===== src/pwrmc_pkg.sv =====
// constants and types for the power reduction mode controller
package pwrmc_pkg;
  // register byte addresses
  localparam logic [4:0] ADDR_CTRL = 5'h00;
  localparam logic [4:0] ADDR_AUX = 5'h04;
  localparam logic [4:0] ADDR_CFG = 5'h08;
  localparam logic [4:0] ADDR_IEN = 5'h0c;
  localparam logic [4:0] ADDR_REN = 5'h10;
  localparam logic [4:0] ADDR_STAT = 5'h14;
  // power mode field codes
  localparam logic [1:0] MODE_NORMAL = 2'h0;
  localparam logic [1:0] MODE_IDLE = 2'h1;
  localparam logic [1:0] MODE_PDOWN = 2'h2;
  localparam logic [1:0] MODE_TPDOWN = 2'h3;
  // power_control_reg fields
  localparam int CTRL_BOI = 4;
  localparam int CTRL_BOPD = 5;
  // power_control_aux_reg fields
  localparam int AUX_CMPPD = 5;
  localparam int AUX_RTC_POWER_DOWN_BIT = 7;
  // configuration register fields
  localparam int CFG_WATCHDOG_CLOCK_SELECT = 0;
  localparam int CFG_XTAL = 1;
  localparam int CFG_RCSEL = 2;
  localparam int CFG_RTCEN = 3;
  localparam int CFG_CMPEN = 4;
  localparam int CFG_BOE = 5;
  localparam int CFG_RTCXT = 6;
  // interrupt_enable_reg0 global bit and interrupt source indices
  localparam int IEN_GIE = 7;
  localparam int INT_RTC = 3;
  localparam int INT_WDT = 4;
  localparam int INT_CMP = 5;
  localparam int INT_BO = 6;
  localparam int NUM_INT = 7;
  localparam int NUM_RST = 3;
  // status register fields
  localparam int STAT_WRST = 4;
  localparam int STAT_WINT = 5;
  // reset values
  localparam logic [7:0] REG_RST = 8'h00;
  // oscillator stability counts, in clocks
  localparam logic [10:0] OSC_XTAL_CLKS = 11'h400;
  localparam logic [10:0] OSC_RC_CLKS = 11'h100;
  typedef enum logic [1:0] {ST_NORMAL, ST_IDLE, ST_PDOWN, ST_OSCWAIT} pwrmc_state_t;
endpackage


===== src/pwrmc_top.sv =====
// power reduction mode controller with avalon-mm register slave
// Function
// - mode field: 00 normal, 01 idle, 10 power-down
// - mode 11 also kills brownout and comparators
// - idle halts cpu, peripherals keep clock
// - idle ends on enabled interrupt or reset
// - power-down stops the oscillator unless the running rtc is clocked from it
// - listed interrupt sources and resets wake power-down
// - reset wakes only if that reset enabled
// - interrupt wakes only with own and global enable
// - rc oscillator off in power-down unless rc clock and rtc
// - restart oscillator, wait 1024 or 256 clocks
// - brownout detection stays on in power-down
// - watchdog runs in power-down when clock-select set
// - comparators stay on unless powered down, disabled
// - rtc and its crystal run unless rtc power-down
`timescale 1ns/1ps
module pwrmc_top (
  input wire logic REF_CLK,
  input wire logic RST,
  input wire logic [4:0] AVS_ADDRESS,
  input wire logic AVS_READ,
  input wire logic AVS_WRITE,
  input wire logic [31:0] AVS_WRITEDATA,
  input wire logic [3:0] AVS_BYTEENABLE,
  output logic [31:0] AVS_READDATA,
  output logic AVS_WAITREQUEST,
  input wire logic [5:0] INT_REQ,
  input wire logic [1:0] RST_REQ,
  input wire logic BO_DET,
  output logic CPU_HALT,
  output logic PERIPH_CLK_EN,
  output logic SYS_CLK_EN,
  output logic OSC_EN,
  output logic RC_OSC_EN,
  output logic BO_DET_EN,
  output logic CMP_PWR_EN,
  output logic WDT_RUN,
  output logic RTC_RUN,
  output logic WAKE_RESET,
  output logic WAKE_INT
);
  import pwrmc_pkg::*;

  // bus and register state
  logic wait_q, wait_d;
  logic [31:0] rdata_q, rdata_d;
  logic [7:0] ctrl_q, ctrl_d, aux_q, aux_d, cfg_q, cfg_d;
  logic [7:0] ien_q, ien_d, ren_q, ren_d;
  logic wrst_q, wrst_d, wint_q, wint_d;
  logic rd_take, wr_go;
  logic [7:0] stat;
  // mode state
  pwrmc_state_t st_q, st_d;
  logic [10:0] cnt_q, cnt_d;
  // input synchronisers
  logic [8:0] s1_q, s2_q, s3_q, filt_q, filt_d;
  // derived wake terms
  logic bo_act, tpd, irq_hit, rst_hit;
  logic [NUM_INT-1:0] int_v, alive;
  logic [NUM_RST-1:0] rst_v;
  // output registers
  logic halt_d, pclk_d, sclk_d, osc_d, rc_d, bo_d, cmp_d, wdt_d, rtc_d, wr_d, wi_d;

  function automatic logic [31:0] rd_mux(input logic [4:0] a, input logic [7:0] c,
                                         input logic [7:0] x, input logic [7:0] f,
                                         input logic [7:0] ie, input logic [7:0] re,
                                         input logic [7:0] s);
    logic [7:0] v;
    v = 8'h00;
    case (a)
      ADDR_CTRL: v = c;
      ADDR_AUX: v = x;
      ADDR_CFG: v = f;
      ADDR_IEN: v = ie;
      ADDR_REN: v = re;
      ADDR_STAT: v = s;
      default: v = 8'h00;
    endcase
    return {24'h000000, v};
  endfunction

  // idle or power-down, the states a wake event can end
  function automatic logic asleep(input pwrmc_state_t s);
    return s == ST_IDLE || s == ST_PDOWN;
  endfunction

  // waitrequest drops for one cycle per request
  assign rd_take = AVS_READ & wait_q;
  assign wr_go = AVS_WRITE & ~wait_q & AVS_BYTEENABLE[0];
  assign stat = {2'h0, wint_q, wrst_q, 2'h0, st_q};

  // filtered input change counts when stages two and three agree
  always_comb begin
    filt_d = (s2_q & s3_q) | (filt_q & (s2_q | s3_q));
  end

  always_ff @(posedge REF_CLK) begin
    if (RST) begin
      s1_q <= 9'h000;
      s2_q <= 9'h000;
      s3_q <= 9'h000;
      filt_q <= 9'h000;
    end else begin
      s1_q <= {BO_DET, RST_REQ, INT_REQ};
      s2_q <= s1_q;
      s3_q <= s2_q;
      filt_q <= filt_d;
    end
  end

  // wake qualification
  always_comb begin
    tpd = ctrl_q[1:0] == MODE_TPDOWN;
    // brownout detector alive only when not in the 11 mode
    bo_act = filt_q[8] & BO_DET_EN;
    int_v = {bo_act & ctrl_q[CTRL_BOI], filt_q[5:0]};
    rst_v = {bo_act & ~ctrl_q[CTRL_BOI], filt_q[7:6]};
    alive = {NUM_INT{1'b1}};
    if (st_q == ST_PDOWN) begin
      alive[INT_WDT] = WDT_RUN;
      alive[INT_RTC] = RTC_RUN;
      alive[INT_CMP] = CMP_PWR_EN & ~tpd;
      alive[INT_BO] = ~tpd;
    end
    irq_hit = ien_q[IEN_GIE] & |(int_v & ien_q[6:0] & alive);
    rst_hit = |(rst_v & ren_q[NUM_RST-1:0]);
  end

  // mode sequencing
  always_comb begin
    st_d = st_q;
    cnt_d = cnt_q;
    case (st_q)
      ST_NORMAL: begin
        if (ctrl_q[1:0] == MODE_IDLE) begin
          st_d = ST_IDLE;
        end else if (ctrl_q[1]) begin
          st_d = ST_PDOWN;
        end
      end
      ST_IDLE: begin
        if (irq_hit | rst_hit) begin
          st_d = ST_NORMAL;
        end
      end
      ST_PDOWN: begin
        if (irq_hit | rst_hit) begin
          st_d = ST_OSCWAIT;
          cnt_d = cfg_q[CFG_XTAL] ? OSC_XTAL_CLKS : OSC_RC_CLKS;
        end
      end
      ST_OSCWAIT: begin
        cnt_d = cnt_q - 11'h001;
        if (cnt_q == 11'h001) begin
          st_d = ST_NORMAL;
        end
      end
      default: begin
        st_d = ST_NORMAL;
      end
    endcase
  end

  always_ff @(posedge REF_CLK) begin
    if (RST) begin
      st_q <= ST_NORMAL;
      cnt_q <= 11'h000;
    end else begin
      st_q <= st_d;
      cnt_q <= cnt_d;
    end
  end

  // register file
  always_comb begin
    wait_d = ~(AVS_READ | AVS_WRITE) | ~wait_q;
    rdata_d = rdata_q;
    ctrl_d = ctrl_q;
    aux_d = aux_q;
    cfg_d = cfg_q;
    ien_d = ien_q;
    ren_d = ren_q;
    wrst_d = wrst_q;
    wint_d = wint_q;
    if (rd_take) begin
      rdata_d = rd_mux(AVS_ADDRESS, ctrl_q, aux_q, cfg_q, ien_q, ren_q, stat);
    end
    // hardware returns the mode field to normal on wake
    if (asleep(st_q) && (irq_hit | rst_hit)) begin
      ctrl_d[1:0] = MODE_NORMAL;
    end
    if (wr_go) begin
      case (AVS_ADDRESS)
        ADDR_CTRL: ctrl_d = AVS_WRITEDATA[7:0];
        ADDR_AUX: aux_d = AVS_WRITEDATA[7:0];
        ADDR_CFG: cfg_d = AVS_WRITEDATA[7:0];
        ADDR_IEN: ien_d = AVS_WRITEDATA[7:0];
        ADDR_REN: ren_d = {5'h00, AVS_WRITEDATA[NUM_RST-1:0]};
        ADDR_STAT: begin
          wrst_d = wrst_q & ~AVS_WRITEDATA[STAT_WRST];
          wint_d = wint_q & ~AVS_WRITEDATA[STAT_WINT];
        end
        default: begin
        end
      endcase
    end
    // a wake event wins over a clear in the same cycle
    if (asleep(st_q) && rst_hit) begin
      wrst_d = 1'b1;
    end
    if (asleep(st_q) && irq_hit) begin
      wint_d = 1'b1;
    end
  end

  always_ff @(posedge REF_CLK) begin
    if (RST) begin
      wait_q <= 1'b1;
      rdata_q <= 32'h00000000;
      ctrl_q <= REG_RST;
      aux_q <= REG_RST;
      cfg_q <= REG_RST;
      ien_q <= REG_RST;
      ren_q <= REG_RST;
      wrst_q <= 1'b0;
      wint_q <= 1'b0;
    end else begin
      wait_q <= wait_d;
      rdata_q <= rdata_d;
      ctrl_q <= ctrl_d;
      aux_q <= aux_d;
      cfg_q <= cfg_d;
      ien_q <= ien_d;
      ren_q <= ren_d;
      wrst_q <= wrst_d;
      wint_q <= wint_d;
    end
  end

  // power and clock controls, aligned with the next state
  always_comb begin
    halt_d = st_d != ST_NORMAL;
    pclk_d = st_d == ST_NORMAL || st_d == ST_IDLE;
    sclk_d = st_d != ST_PDOWN;
    rtc_d = cfg_d[CFG_RTCEN] & ~(st_d == ST_PDOWN & aux_d[AUX_RTC_POWER_DOWN_BIT]);
    // crystal kept alive whenever the running rtc is clocked from it
    osc_d = sclk_d | (rtc_d & cfg_d[CFG_RTCXT]);
    rc_d = cfg_d[CFG_RCSEL] & (st_d != ST_PDOWN | cfg_d[CFG_RTCEN]);
    bo_d = cfg_d[CFG_BOE] & ~ctrl_d[CTRL_BOPD] & (ctrl_d[1:0] != MODE_TPDOWN);
    cmp_d = ~(st_d == ST_PDOWN & (ctrl_d[1:0] == MODE_TPDOWN
             | (aux_d[AUX_CMPPD] & ~cfg_d[CFG_CMPEN])));
    wdt_d = st_d != ST_PDOWN | cfg_d[CFG_WATCHDOG_CLOCK_SELECT];
    wr_d = asleep(st_q) & rst_hit;
    wi_d = asleep(st_q) & irq_hit & ~rst_hit;
  end

  always_ff @(posedge REF_CLK) begin
    if (RST) begin
      CPU_HALT <= 1'b0;
      PERIPH_CLK_EN <= 1'b1;
      SYS_CLK_EN <= 1'b1;
      OSC_EN <= 1'b1;
      RC_OSC_EN <= 1'b0;
      BO_DET_EN <= 1'b0;
      CMP_PWR_EN <= 1'b1;
      WDT_RUN <= 1'b1;
      RTC_RUN <= 1'b0;
      WAKE_RESET <= 1'b0;
      WAKE_INT <= 1'b0;
    end else begin
      CPU_HALT <= halt_d;
      PERIPH_CLK_EN <= pclk_d;
      SYS_CLK_EN <= sclk_d;
      OSC_EN <= osc_d;
      RC_OSC_EN <= rc_d;
      BO_DET_EN <= bo_d;
      CMP_PWR_EN <= cmp_d;
      WDT_RUN <= wdt_d;
      RTC_RUN <= rtc_d;
      WAKE_RESET <= wr_d;
      WAKE_INT <= wi_d;
    end
  end

  assign AVS_WAITREQUEST = wait_q;
  assign AVS_READDATA = rdata_q;
endmodule


===== config.mk =====
export PLATFORM = sky130hd
export DESIGN_NAME = pwrmc_top
export DESIGN_NICKNAME = d
export VERILOG_FILES = /design/src/pwrmc_pkg.sv /design/src/pwrmc_top.sv
export SDC_FILE = /design/constraint.sdc
export NUM_CORES = 1
export LEC_CHECK = 0
export BUFFER_PORTS_ARGS = -buffer_cell sky130_fd_sc_hd__buf_2
export CORE_MARGIN = 5
export CORE_UTILIZATION = 30
export DETAILED_ROUTE_END_ITERATION = 6
export HOLD_SLACK_MARGIN = 0.03
export MAX_ROUTING_LAYER = met4
export RECOVER_POWER = 50
export SLEW_MARGIN = 0
export SYNTH_ARGS = -nofsm -noshare
export SYNTH_HDL_FRONTEND = slang
export SYNTH_SLANG_ARGS = --single-unit

===== constraint.sdc =====
create_clock -name REF_CLK -period 2.9 [get_ports REF_CLK]
set_input_delay 0.58 -clock REF_CLK [delete_from_list [all_inputs] [get_ports REF_CLK]]
set_output_delay 0.58 -clock REF_CLK [all_outputs]
set_load 0.02 [all_outputs]

Word-level counts from Yosys, hierarchy flattened
Index checks and enable logic that the tools add are counted.

Register bits after elaboration: 106. Input bits: 54. Output and inout bits: 44. Word-level logic and storage cells: 141.

Add/sub/neg operators: 1. Eq/ne operators: 17. Muxes and demuxes: 24. Bitwise gates (word level): 46. Reduce and logical (&&, ||, !) cells: 24.

Operators with widths (number): 8-bit case mux with 6 select lines (1); 11-bit 2-to-1 mux (2); 11-bit case mux with 2 select lines (1); 1-bit bitwise AND (21); 9-bit bitwise AND (2); 9-bit bitwise OR (2); 8-bit 2-to-1 mux (2); 2-bit AND reduction (8); 7-bit bitwise AND (2); 7-bit 2-to-1 mux (2); 2-bit 2-to-1 mux (6); 6-bit 2-to-1 mux (2); 2-bit nonzero test (6); 11-bit by 1-bit == test with 1-bit output, second input constant (1); 1-bit inverter (11); 11-bit by 1-bit subtractor with 11-bit output, second input constant (1); 2-bit == test, second input constant (5); 5-bit by 4-bit == test with 1-bit output, second input constant (2); 5-bit == test, second input constant (2); 2-bit case mux with 4 select lines (1); 1-bit bitwise OR (7); 7-bit OR reduction (1); 2-bit by 1-bit == test with 1-bit output, second input constant (3); 1-bit 2-to-1 mux (6); 9 further kinds (15).

Logic depth before layout (Yosys ltp)
Gate-level depths: netlist (run 1).

Depth in word-level cells: 16. Mapped depth: 9. Gate-level depth less buffers: 8.

Worst setup path after synthesis (run 1)
OpenSTA, ideal clock, no wires.

Path kind: reg-to-reg. Start point: register st_q[0]. End point: register cnt_q[6]. Setup time: 0.070 ns. Data arrival time: 2.026 ns. Data required time: 2.830 ns. Slack: 0.804 ns. Stages on the path, launching flop included: 10. Path buffers: 1. Period minus slack after synthesis: 2.096 ns. Path through: dfxtp_1 -> inv_1 -> ha_1 -> inv_2 -> o211ai_1 -> a31oi_1 -> o31ai_1 -> buf_2 -> or3_1 -> a21oi_1.

Longest elaborated chain between the ends: 8. Elaborated cells on any way between the ends: 11. Classes of those cells: 3 x eq/ne; 2 x mux; 3 x bitwise; 3 x reduce/logical.

RTL lines: start, declared (line pwrmc_top.sv:54) `pwrmc_state_t st_q, st_d;`; start signal, assigned (line pwrmc_top.sv:170) `st_q <= st_d;`; 2-bit == test (line pwrmc_top.sv:120, pwrmc_top.sv:134); 4-bit 2-to-1 mux (line pwrmc_top.sv:120) `if (st_q == ST_PDOWN) begin`; 7-bit bitwise AND (line pwrmc_top.sv:126) `irq_hit = ien_q[IEN_GIE] & |(int_v & ien_q[6:0] & alive);`; 7-bit OR reduction (line pwrmc_top.sv:126); 1-bit bitwise AND (line pwrmc_top.sv:126); 1-bit bitwise OR (line pwrmc_top.sv:148) `if (irq_hit | rst_hit) begin`; 2-bit inequality test (no line); 2-bit AND reduction (no line); end signal, assigned (line pwrmc_top.sv:171) `cnt_q <= cnt_d;`; end, declared (line pwrmc_top.sv:55) `logic [10:0] cnt_q, cnt_d;`.

Parallel ways exist; a longest one is shown, timed or not. A chain may end at the register's enable or synchronous reset.

Final worst setup path (run 1)
Start point: register st_q[0]. End point: register RC_OSC_EN.

Longest elaborated chain between the ends: 11. Elaborated cells on any way between the ends: 18. Classes of those cells: 4 x eq/ne; 7 x mux; 5 x bitwise; 2 x reduce/logical.

RTL lines: 2-bit == test (line pwrmc_top.sv:120, pwrmc_top.sv:134); 4-bit 2-to-1 mux (line pwrmc_top.sv:120); 7-bit bitwise AND (line pwrmc_top.sv:126); 7-bit OR reduction (line pwrmc_top.sv:126); 1-bit bitwise AND (line pwrmc_top.sv:126); 1-bit bitwise OR (line pwrmc_top.sv:143, pwrmc_top.sv:148); 2-bit 2-to-1 mux (on tied branches) (line pwrmc_top.sv:148, pwrmc_top.sv:143); 2-bit case mux with 4 select lines (*) (line pwrmc_top.sv:134) `case (st_q)`; 2-bit inequality test (*) (line pwrmc_top.sv:249) `rc_d = cfg_d[CFG_RCSEL] & (st_d != ST_PDOWN | cfg_d[CFG_RTCEN]);`; 1-bit bitwise OR (*) (line pwrmc_top.sv:249); 1-bit bitwise AND (*) (line pwrmc_top.sv:249); end signal, assigned (line pwrmc_top.sv:276) `RC_OSC_EN <= rc_d;`; end, declared (line pwrmc_top.sv:35) `output logic RC_OSC_EN,`.

Every way passes the cells marked *; elsewhere a longest branch is shown, timed or not.

==> results of run 1 <==
==> cells in the mapped netlist, types with 3 or more instances <==
| cell type | instances | share of area |
|---|---|---|
| nand2b_1 | 3 | 0.0042 |
| nand4_1 | 4 | 0.0056 |
| inv_1 | 13 | 0.011 |
| a222oi_1 | 5 | 0.011 |
| xnor2_1 | 4 | 0.0078 |
| mux2i_1 | 14 | 0.031 |
| nand3_1 | 33 | 0.037 |
| nand2_1 | 57 | 0.048 |
| buf_2 | 6 | 0.0067 |
| a22oi_1 | 5 | 0.0084 |
| a31o_2 | 3 | 0.0059 |
| ha_1 | 6 | 0.017 |
| o211ai_1 | 4 | 0.0067 |
| a21oi_1 | 58 | 0.065 |
| nor4_1 | 3 | 0.0042 |
| dfxtp_1 | 106 | 0.48 |
| nor2b_1 | 30 | 0.042 |
| buf_4 | 24 | 0.040 |
| clkbuf_1 | 17 | 0.014 |
| o21ai_0 | 15 | 0.017 |
| a31oi_1 | 6 | 0.0084 |
| nor2_1 | 36 | 0.030 |
| and3_1 | 3 | 0.0042 |
==> critical path: stages (launching register included) <==
cell and delay (ns):
dfxtp_1 0.41, inv_1 0.16, ha_1 0.31, inv_2 0.09
o211ai_1 0.31, a31o_2 0.33, nand2b_1 0.15, o311ai_4 0.49
a311oi_2 0.16
==> power groups by stage <==
stage	clock network [mW]	registers, mW	logic, mW
after floorplan	0	1.52	0.137
final	1.17	1.49	0.171
after CTS	1.21	1.49	0.171
after global placement	0	1.52	0.169
after detailed placement	0	1.52	0.171
after global routing	1.27	1.49	0.186
==> layout by cell type, fill, tap and decap left out, drive strengths merged, types with 2 or more instances in the layout <==
cell type	count
a311oi	2
a22oi	5
a21oi	58
a31oi	6
nand3	33
o31ai	2
ha	6
mux2	2
a31o	3
o2bb2ai	2
nand2	59
a32oi	2
nor4	4
dfxtp	106
nand2b	3
nor2	36
conb	24
and3	3
o21ai	16
clkbuf	36
clkinv	3
nand4	4
and3b	2
nor2b	30
mux2i	14
o211ai	4
a21o	2
xnor2	4
and4	2
or3	2
a222oi	5
buf	31
inv	16
==> cell type report <==
type,instances,area (sq um)
Fill cell,1506,9530
Timing Repair Buffer,56,267
Sequential cell,106,2120
Inverter,14,52.6
Clock buffer,11,243
Tap cell,184,230
Clock inverter,5,46.3
Multi-Input combinational cell,359,2090
==> logic make-up after synthesis <==
logic type | share of synthesized area
xor+xnor | 0.00785
fa+ha+maj | 0.0168
mux | 0.0364
flops | 0.475
other cells | 0.000840
simple gates | 0.214
compound gates | 0.174
buf+inv | 0.0748
==> worst max path at each step <==
stage / endpoint / startpoint / slack (ns)
6_report: RC_OSC_EN / st_q[0] / 0.30
5_1_grt: CPU_HALT / st_q[0] / 0.09
4_1_cts: BO_DET_EN / st_q[0] / 0.35
3_5_place_dp: BO_DET_EN / st_q[0] / 0.35
3_3_place_gp: CMP_PWR_EN / st_q[0] / 0.46
2_1_floorplan: cnt_q[6] / st_q[0] / 0.80
==> flip-flops by register name, summed over array words and instances (netlist names), 2 cells and up <==
signal,cells
filt_q,9
s3_q,9
cnt_q,11
st_q,2
cfg_q,8
ren_q,3
ien_q,8
s1_q,9
s2_q,9
ctrl_q,8
AVS_READDATA,8
aux_q,8
==> layer usage <==
| metal | global-route usage | up-vias |
|---|---|---|
| li1 | - | 1799 |
| met1 | 0.158 | 1745 |
| met2 | 0.203 | 121 |
| met3 | 0.0336 | 16 |
| met4 | 0.0423 | 0 |
| met5 | - | - |
==> per-stage QoR <==
step	util	area (sq um)	power, mW	std cells	worst slack, ns
2_1_floorplan	-	4550	1.66	528	0.804
3_3_place_gp	0.329	4800	1.69	719	0.458
3_5_place_dp	0.329	4800	1.69	719	0.354
4_1_cts	0.349	5090	2.87	735	0.352
5_1_grt	0.346	5050	2.95	735	0.0870
6_report	0.346	5050	2.83	735	0.296
==> metrics.csv, run 1 <==
stage,metric,value,unit
placement,gp_congestion,0.897,
power,p_sw_frac,0.243,
timing,hold_slack,0.436,ns
power,p_int,2.14,mW
clock_network,clock_latency,0.35,ns
min_path,hold_path_depth,2,
grt,grt_max_degree,44,
power,p_comb_frac,0.060,
grt,grt_pass1_vias,3485,
die,std_cell_rows,44,
outcome,violations,"capacitance limit, slew limit",
setup_path,worstReg2RegStart,st_q[0],
yosys,synth-edff-count,0,
clock_network,post_cts_buffers,0,
job,drv_cap,1,
route,routed_wl,11000,um
timing,clock_skew,0.00939,ns
layout,fin_nets,606,
route,vias,3681,
yosys,async_flop_share,0,
route,highest_layer,met4,
min_path,hp-class,input port to register,
setup_path,crit-reg2reg-capture,RC_OSC_EN,
route,wl_met2,5220,um
route,ant_nets,0,
yosys,ys_ff_latch,106,
timing,setup_viol,0,
route,wl_per_cell,15.0,um
yosys,synth.distinct_cells,64,
setup_path,arrival,2.76,ns
placement,dp_hpwl,7980,um
timing,finalHoldViolCount,0,
setup_path,worstPathRequired,3.06,ns
setup_path,cp_max_fo,8,
timing,max_slew.worst_pin.slew,1.75,ns
grt,grt_use_total,0.128,
clock_network,postCtsResizedCells,0,
placement,port_buffers,46,
setup_path,end_kind,register,
route,vias_per_cell,5.01,
yosys,syn_area_per_cell,8.84,sq um
timing,period_needed,2.60,ns
route,drt_iter0_drc,366,
layout,layout-drive-gt1-share,0.114,
timing,fin_crit_sh,0.898,
yosys,synth-seq-area-share,0.475,
route,dr.pass1.iters,5,
clock_network,cts.sink_count,106,
route,drc,0,
clock_network,cts_buffers,9,
power,leakage,1.86,nW
power,powerDensity,560,nW/um^2
grt,overflow,0,
die,die_x,132,um
clock_network,cts_max_level,3,
die,io-pin-count,98,
power,seqPwrFrac,0.526,
die,start_util,0.306,
clock_network,cts-root-buf,clkbuf_16,
clock_network,cts_buffer_depth,2,
min_path,whs_endpoint,s1_q[7],
yosys,syn_inst,505,
timing,slew_viol_final,42,
setup_path,startpoint_type,register,
yosys,synth-main-ff-cell,dfxtp_1,
yosys,synth_area,4460,sq um
clock_network,tritoncts,built,
min_path,min_from,RST_REQ[1],
power,vdd_ir_drop_max,294,uV
grt,antenna_found_initial,0,
timing,fmax,384,MHz
die,die_y,132,um
outcome,status,finished with violations,
die,core,14600,sq um
yosys,yosysWarnings,0,
setup_path,rr_worst_depth,8,
timing,rsz0062_at_grt,false,
grt,grt_pass1_wl,17700,um
route,route.met3.wl,666,um
power,p_sw,0.689,mW
setup_path,critical_path_class,register to register,
route,wl_met1,4920,um
power,p_clk_frac,0.414,
die,dieArea,17400,sq um
layout,syn_to_final_growth,13.2,%
setup_path,r2r_slack,0.30,ns
clock_network,cts.reportedPaths.clkPinSlew,0.07,ns
timing,setup_tns,0,ns
clock_network,cts_hold_buf,0,
layout,n_antenna_cell,0,
timing,slew-limit-headroom,-0.165,
Power figures use the tool's default switching activity.
==> run 2: changes to the inputs <==
--- a/config.mk
+++ b/config.mk
@@ -9,6 +9,7 @@
 export CORE_MARGIN = 5
 export CORE_UTILIZATION = 30
 export DETAILED_ROUTE_END_ITERATION = 6
+export GPL_TIMING_DRIVEN = 0
 export HOLD_SLACK_MARGIN = 0.03
 export MAX_ROUTING_LAYER = met4
 export RECOVER_POWER = 50
==> run 2 against run 1 <==
The run now ends clean. Wire length is 11% higher. Combinational power is 22% higher. First-iteration DRC count is 4.9% higher. Cell area is 4.9% higher. Critical path depth stayed put. Register-to-register slack worse by 0.13 ns. Non-clock buffer count is 39 higher. Clock-buffer cell count is 1 lower. Highest routed layer unchanged. Largest power group unchanged. Core utilization is 1.7 points higher. Sequential power hardly changed.
==> metrics.csv, run 2 (synthesis results as in run 1) <==
stage,metric,value,unit,change
placement,dp_hpwl,9040,um,was 7980 um
die,die_y,132,um,unchanged
setup_path,end_kind,register,,unchanged
die,start_util,0.306,,unchanged
timing,slew-limit-headroom,0.510,,was -0.165
grt,antenna_found_initial,0,,unchanged
clock_network,cts_hold_buf,0,,unchanged
die,die_x,132,um,unchanged
setup_path,worstReg2RegStart,st_q[0],,unchanged
layout,fin_nets,645,,was 606
timing,setup_viol,0,,unchanged
timing,slew_viol_final,0,,was 42
job,drv_cap,0,,was 1
grt,grt_pass1_wl,19500,um,was 17700 um
die,core,14600,sq um,unchanged
grt,grt_use_total,0.144,,was 0.128
setup_path,arrival,2.97,ns,was 2.76 ns
timing,hold_slack,0.427,ns,was 0.436 ns
timing,finalHoldViolCount,0,,unchanged
route,dr.pass1.iters,5,,unchanged
clock_network,cts_max_level,3,,unchanged
timing,fmax,366,MHz,was 384 MHz
clock_network,cts.sink_count,106,,unchanged
grt,grt_max_degree,19,,was 44
min_path,hp-class,input port to register,,unchanged
layout,syn_to_final_growth,18.7,%,was 13.2%
clock_network,cts_buffer_depth,2,,unchanged
clock_network,cts_buffers,9,,unchanged
die,dieArea,17400,sq um,unchanged
setup_path,critical_path_class,register to register,,unchanged
setup_path,cp_max_fo,7,,was 8
outcome,status,"complete, no violations",,was finished with violations
setup_path,r2r_slack,0.16,ns,was 0.30 ns
route,wl_per_cell,15.8,um,was 15.0 um
placement,dp_slack,-0.0993,ns,was 0.354 ns
power,vdd_ir_drop_max,290,uV,was 294 uV
die,io-pin-count,98,,unchanged
layout,layout-drive-gt1-share,0.149,,was 0.114
layout,n_antenna_cell,0,,unchanged
timing,max_slew.worst_pin.slew,0.735,ns,was 1.75 ns
min_path,whs_endpoint,s1_q[8],,was s1_q[7]
grt,grt_pass1_vias,3721,,was 3485
layout,largest-register,cnt_q,,unchanged
route,routed_wl,12200,um,was 11000 um
setup_path,startpoint_type,register,,unchanged
route,ant_nets,0,,unchanged
min_path,hold_path_depth,2,,unchanged
timing,period_needed,2.74,ns,was 2.60 ns
placement,gp_congestion,0.913,,was 0.897
clock_network,cts.reportedPaths.clkPinSlew,0.07,ns,about the same
timing,fin_crit_sh,0.943,,was 0.898
clock_network,tritoncts,built,,unchanged
timing,fin_ws,0.164,ns,was 0.296 ns
power,powerDensity,556,nW/um^2,was 560 nW/um^2
route,drt_iter0_drc,384,,was 366
setup_path,rr_worst_depth,8,,unchanged
route,drc,0,,unchanged
setup_path,crit-reg2reg-capture,BO_DET_EN,,was RC_OSC_EN
die,std_cell_rows,44,,unchanged
grt,overflow,0,,unchanged
power,leakage,2.02,nW,was 1.86 nW
timing,rsz0062_at_grt,false,,unchanged
clock_network,cts-root-buf,clkbuf_16,,unchanged
layout,largest_reg_flops,11,,unchanged
timing,clock_skew,0.0109,ns,was 0.00939 ns
clock_network,clock_latency,0.36,ns,was 0.35 ns
setup_path,worstPathRequired,3.14,ns,was 3.06 ns
route,vias_per_cell,5.03,,was 5.01
min_path,min_from,BO_DET,,was RST_REQ[1]
clock_network,post_cts_buffers,0,,unchanged
placement,port_buffers,46,,unchanged
layout,mostFrequentLayoutCell,dfxtp_1,,unchanged
layout,final_cell_mix,"dfxtp_1 (106), nand2_1 (58), a21oi_1 (58)",,"was dfxtp_1 (106), a21oi_1 (58), nand2_1 (57)"
layout,fillerInstances,1527,,was 1506
route,vias,3895,,was 3681
## run 2: cell count changes in the layout (fill, tap and decap cells not counted), sizes merged
| cell | delta |
|---|---|
| inv | -1 |
| buf | +24 |
| clkbuf | +14 |
| bufinv | +1 |
| clkinvlp | +1 |
## run 2: worst max path at each step
stage,cells after the start,end,startpoint,slack [ns]
6_report,8,BO_DET_EN,st_q[0],0.16
5_1_grt,8,CMP_PWR_EN,st_q[0],0.01
4_1_cts,8,BO_DET_EN,st_q[0],0.02
3_5_place_dp,8,BO_DET_EN,st_q[0],-0.1
3_3_place_gp,8,BO_DET_EN,st_q[0],0.09
2_1_floorplan,9,cnt_q[6],st_q[0],0.80
## run 2: report_power, final
group          internal, mW  leakage [nW]  switching (mW)
logic                0.0718          1.01           0.136
registers              1.48         0.859          0.0129
clock network         0.680         0.146           0.568
total                  2.23          2.02           0.717
## run 2: per-stage QoR
stage                      util  instance area [sq um]  cells  power (mW)  TNS, ns
after global placement    0.343                   5010    758        1.73        0
after detailed placement  0.343                   5010    758        1.73  -0.0993
after floorplan               -                   4550    528        1.66        0
after global routing      0.363                   5300    774        3.06        0
after CTS                 0.365                   5320    774        2.97        0
final                     0.363                   5300    774        2.94        0
## run 2: critical path, stage by stage (launching register included)
cell      delay [ns]
dfxtp_1         0.50
inv_1           0.14
ha_1            0.33
inv_2           0.13
o211ai_1        0.19
a31oi_2         0.34
o21ai_0         0.24
a41o_1          0.34
nor4b_2         0.38
## run 2: metal layers
| layer | wire (um) | global-route usage | part of all wire |
|---|---|---|---|
| met3 | 822 | 0.0477 | 0.067 |
| met1 | 5400 | 0.180 | 0.44 |
| met2 | 5820 | 0.222 | 0.47 |
| met5 | 0 | - | 0 |
| met4 | 211 | 0.0440 | 0.017 |
## run 2: cell type report
class                   count  area (sq um)  share of cell area
inverters                  14          52.6             0.00992
clock buffers              10           229              0.0432
multi-input cells         359          2100               0.397
repair buffers             46           204              0.0385
plain buffers              49           282              0.0531
clock inverters             6          76.3              0.0144
well taps                 184           230              0.0434
flip-flops and latches    106          2120               0.400
## run 2: timing repair
action                     CTS  global route
gates resized for setup      1             1
hold endpoints to repair     0             0
setup endpoints to repair    1             1
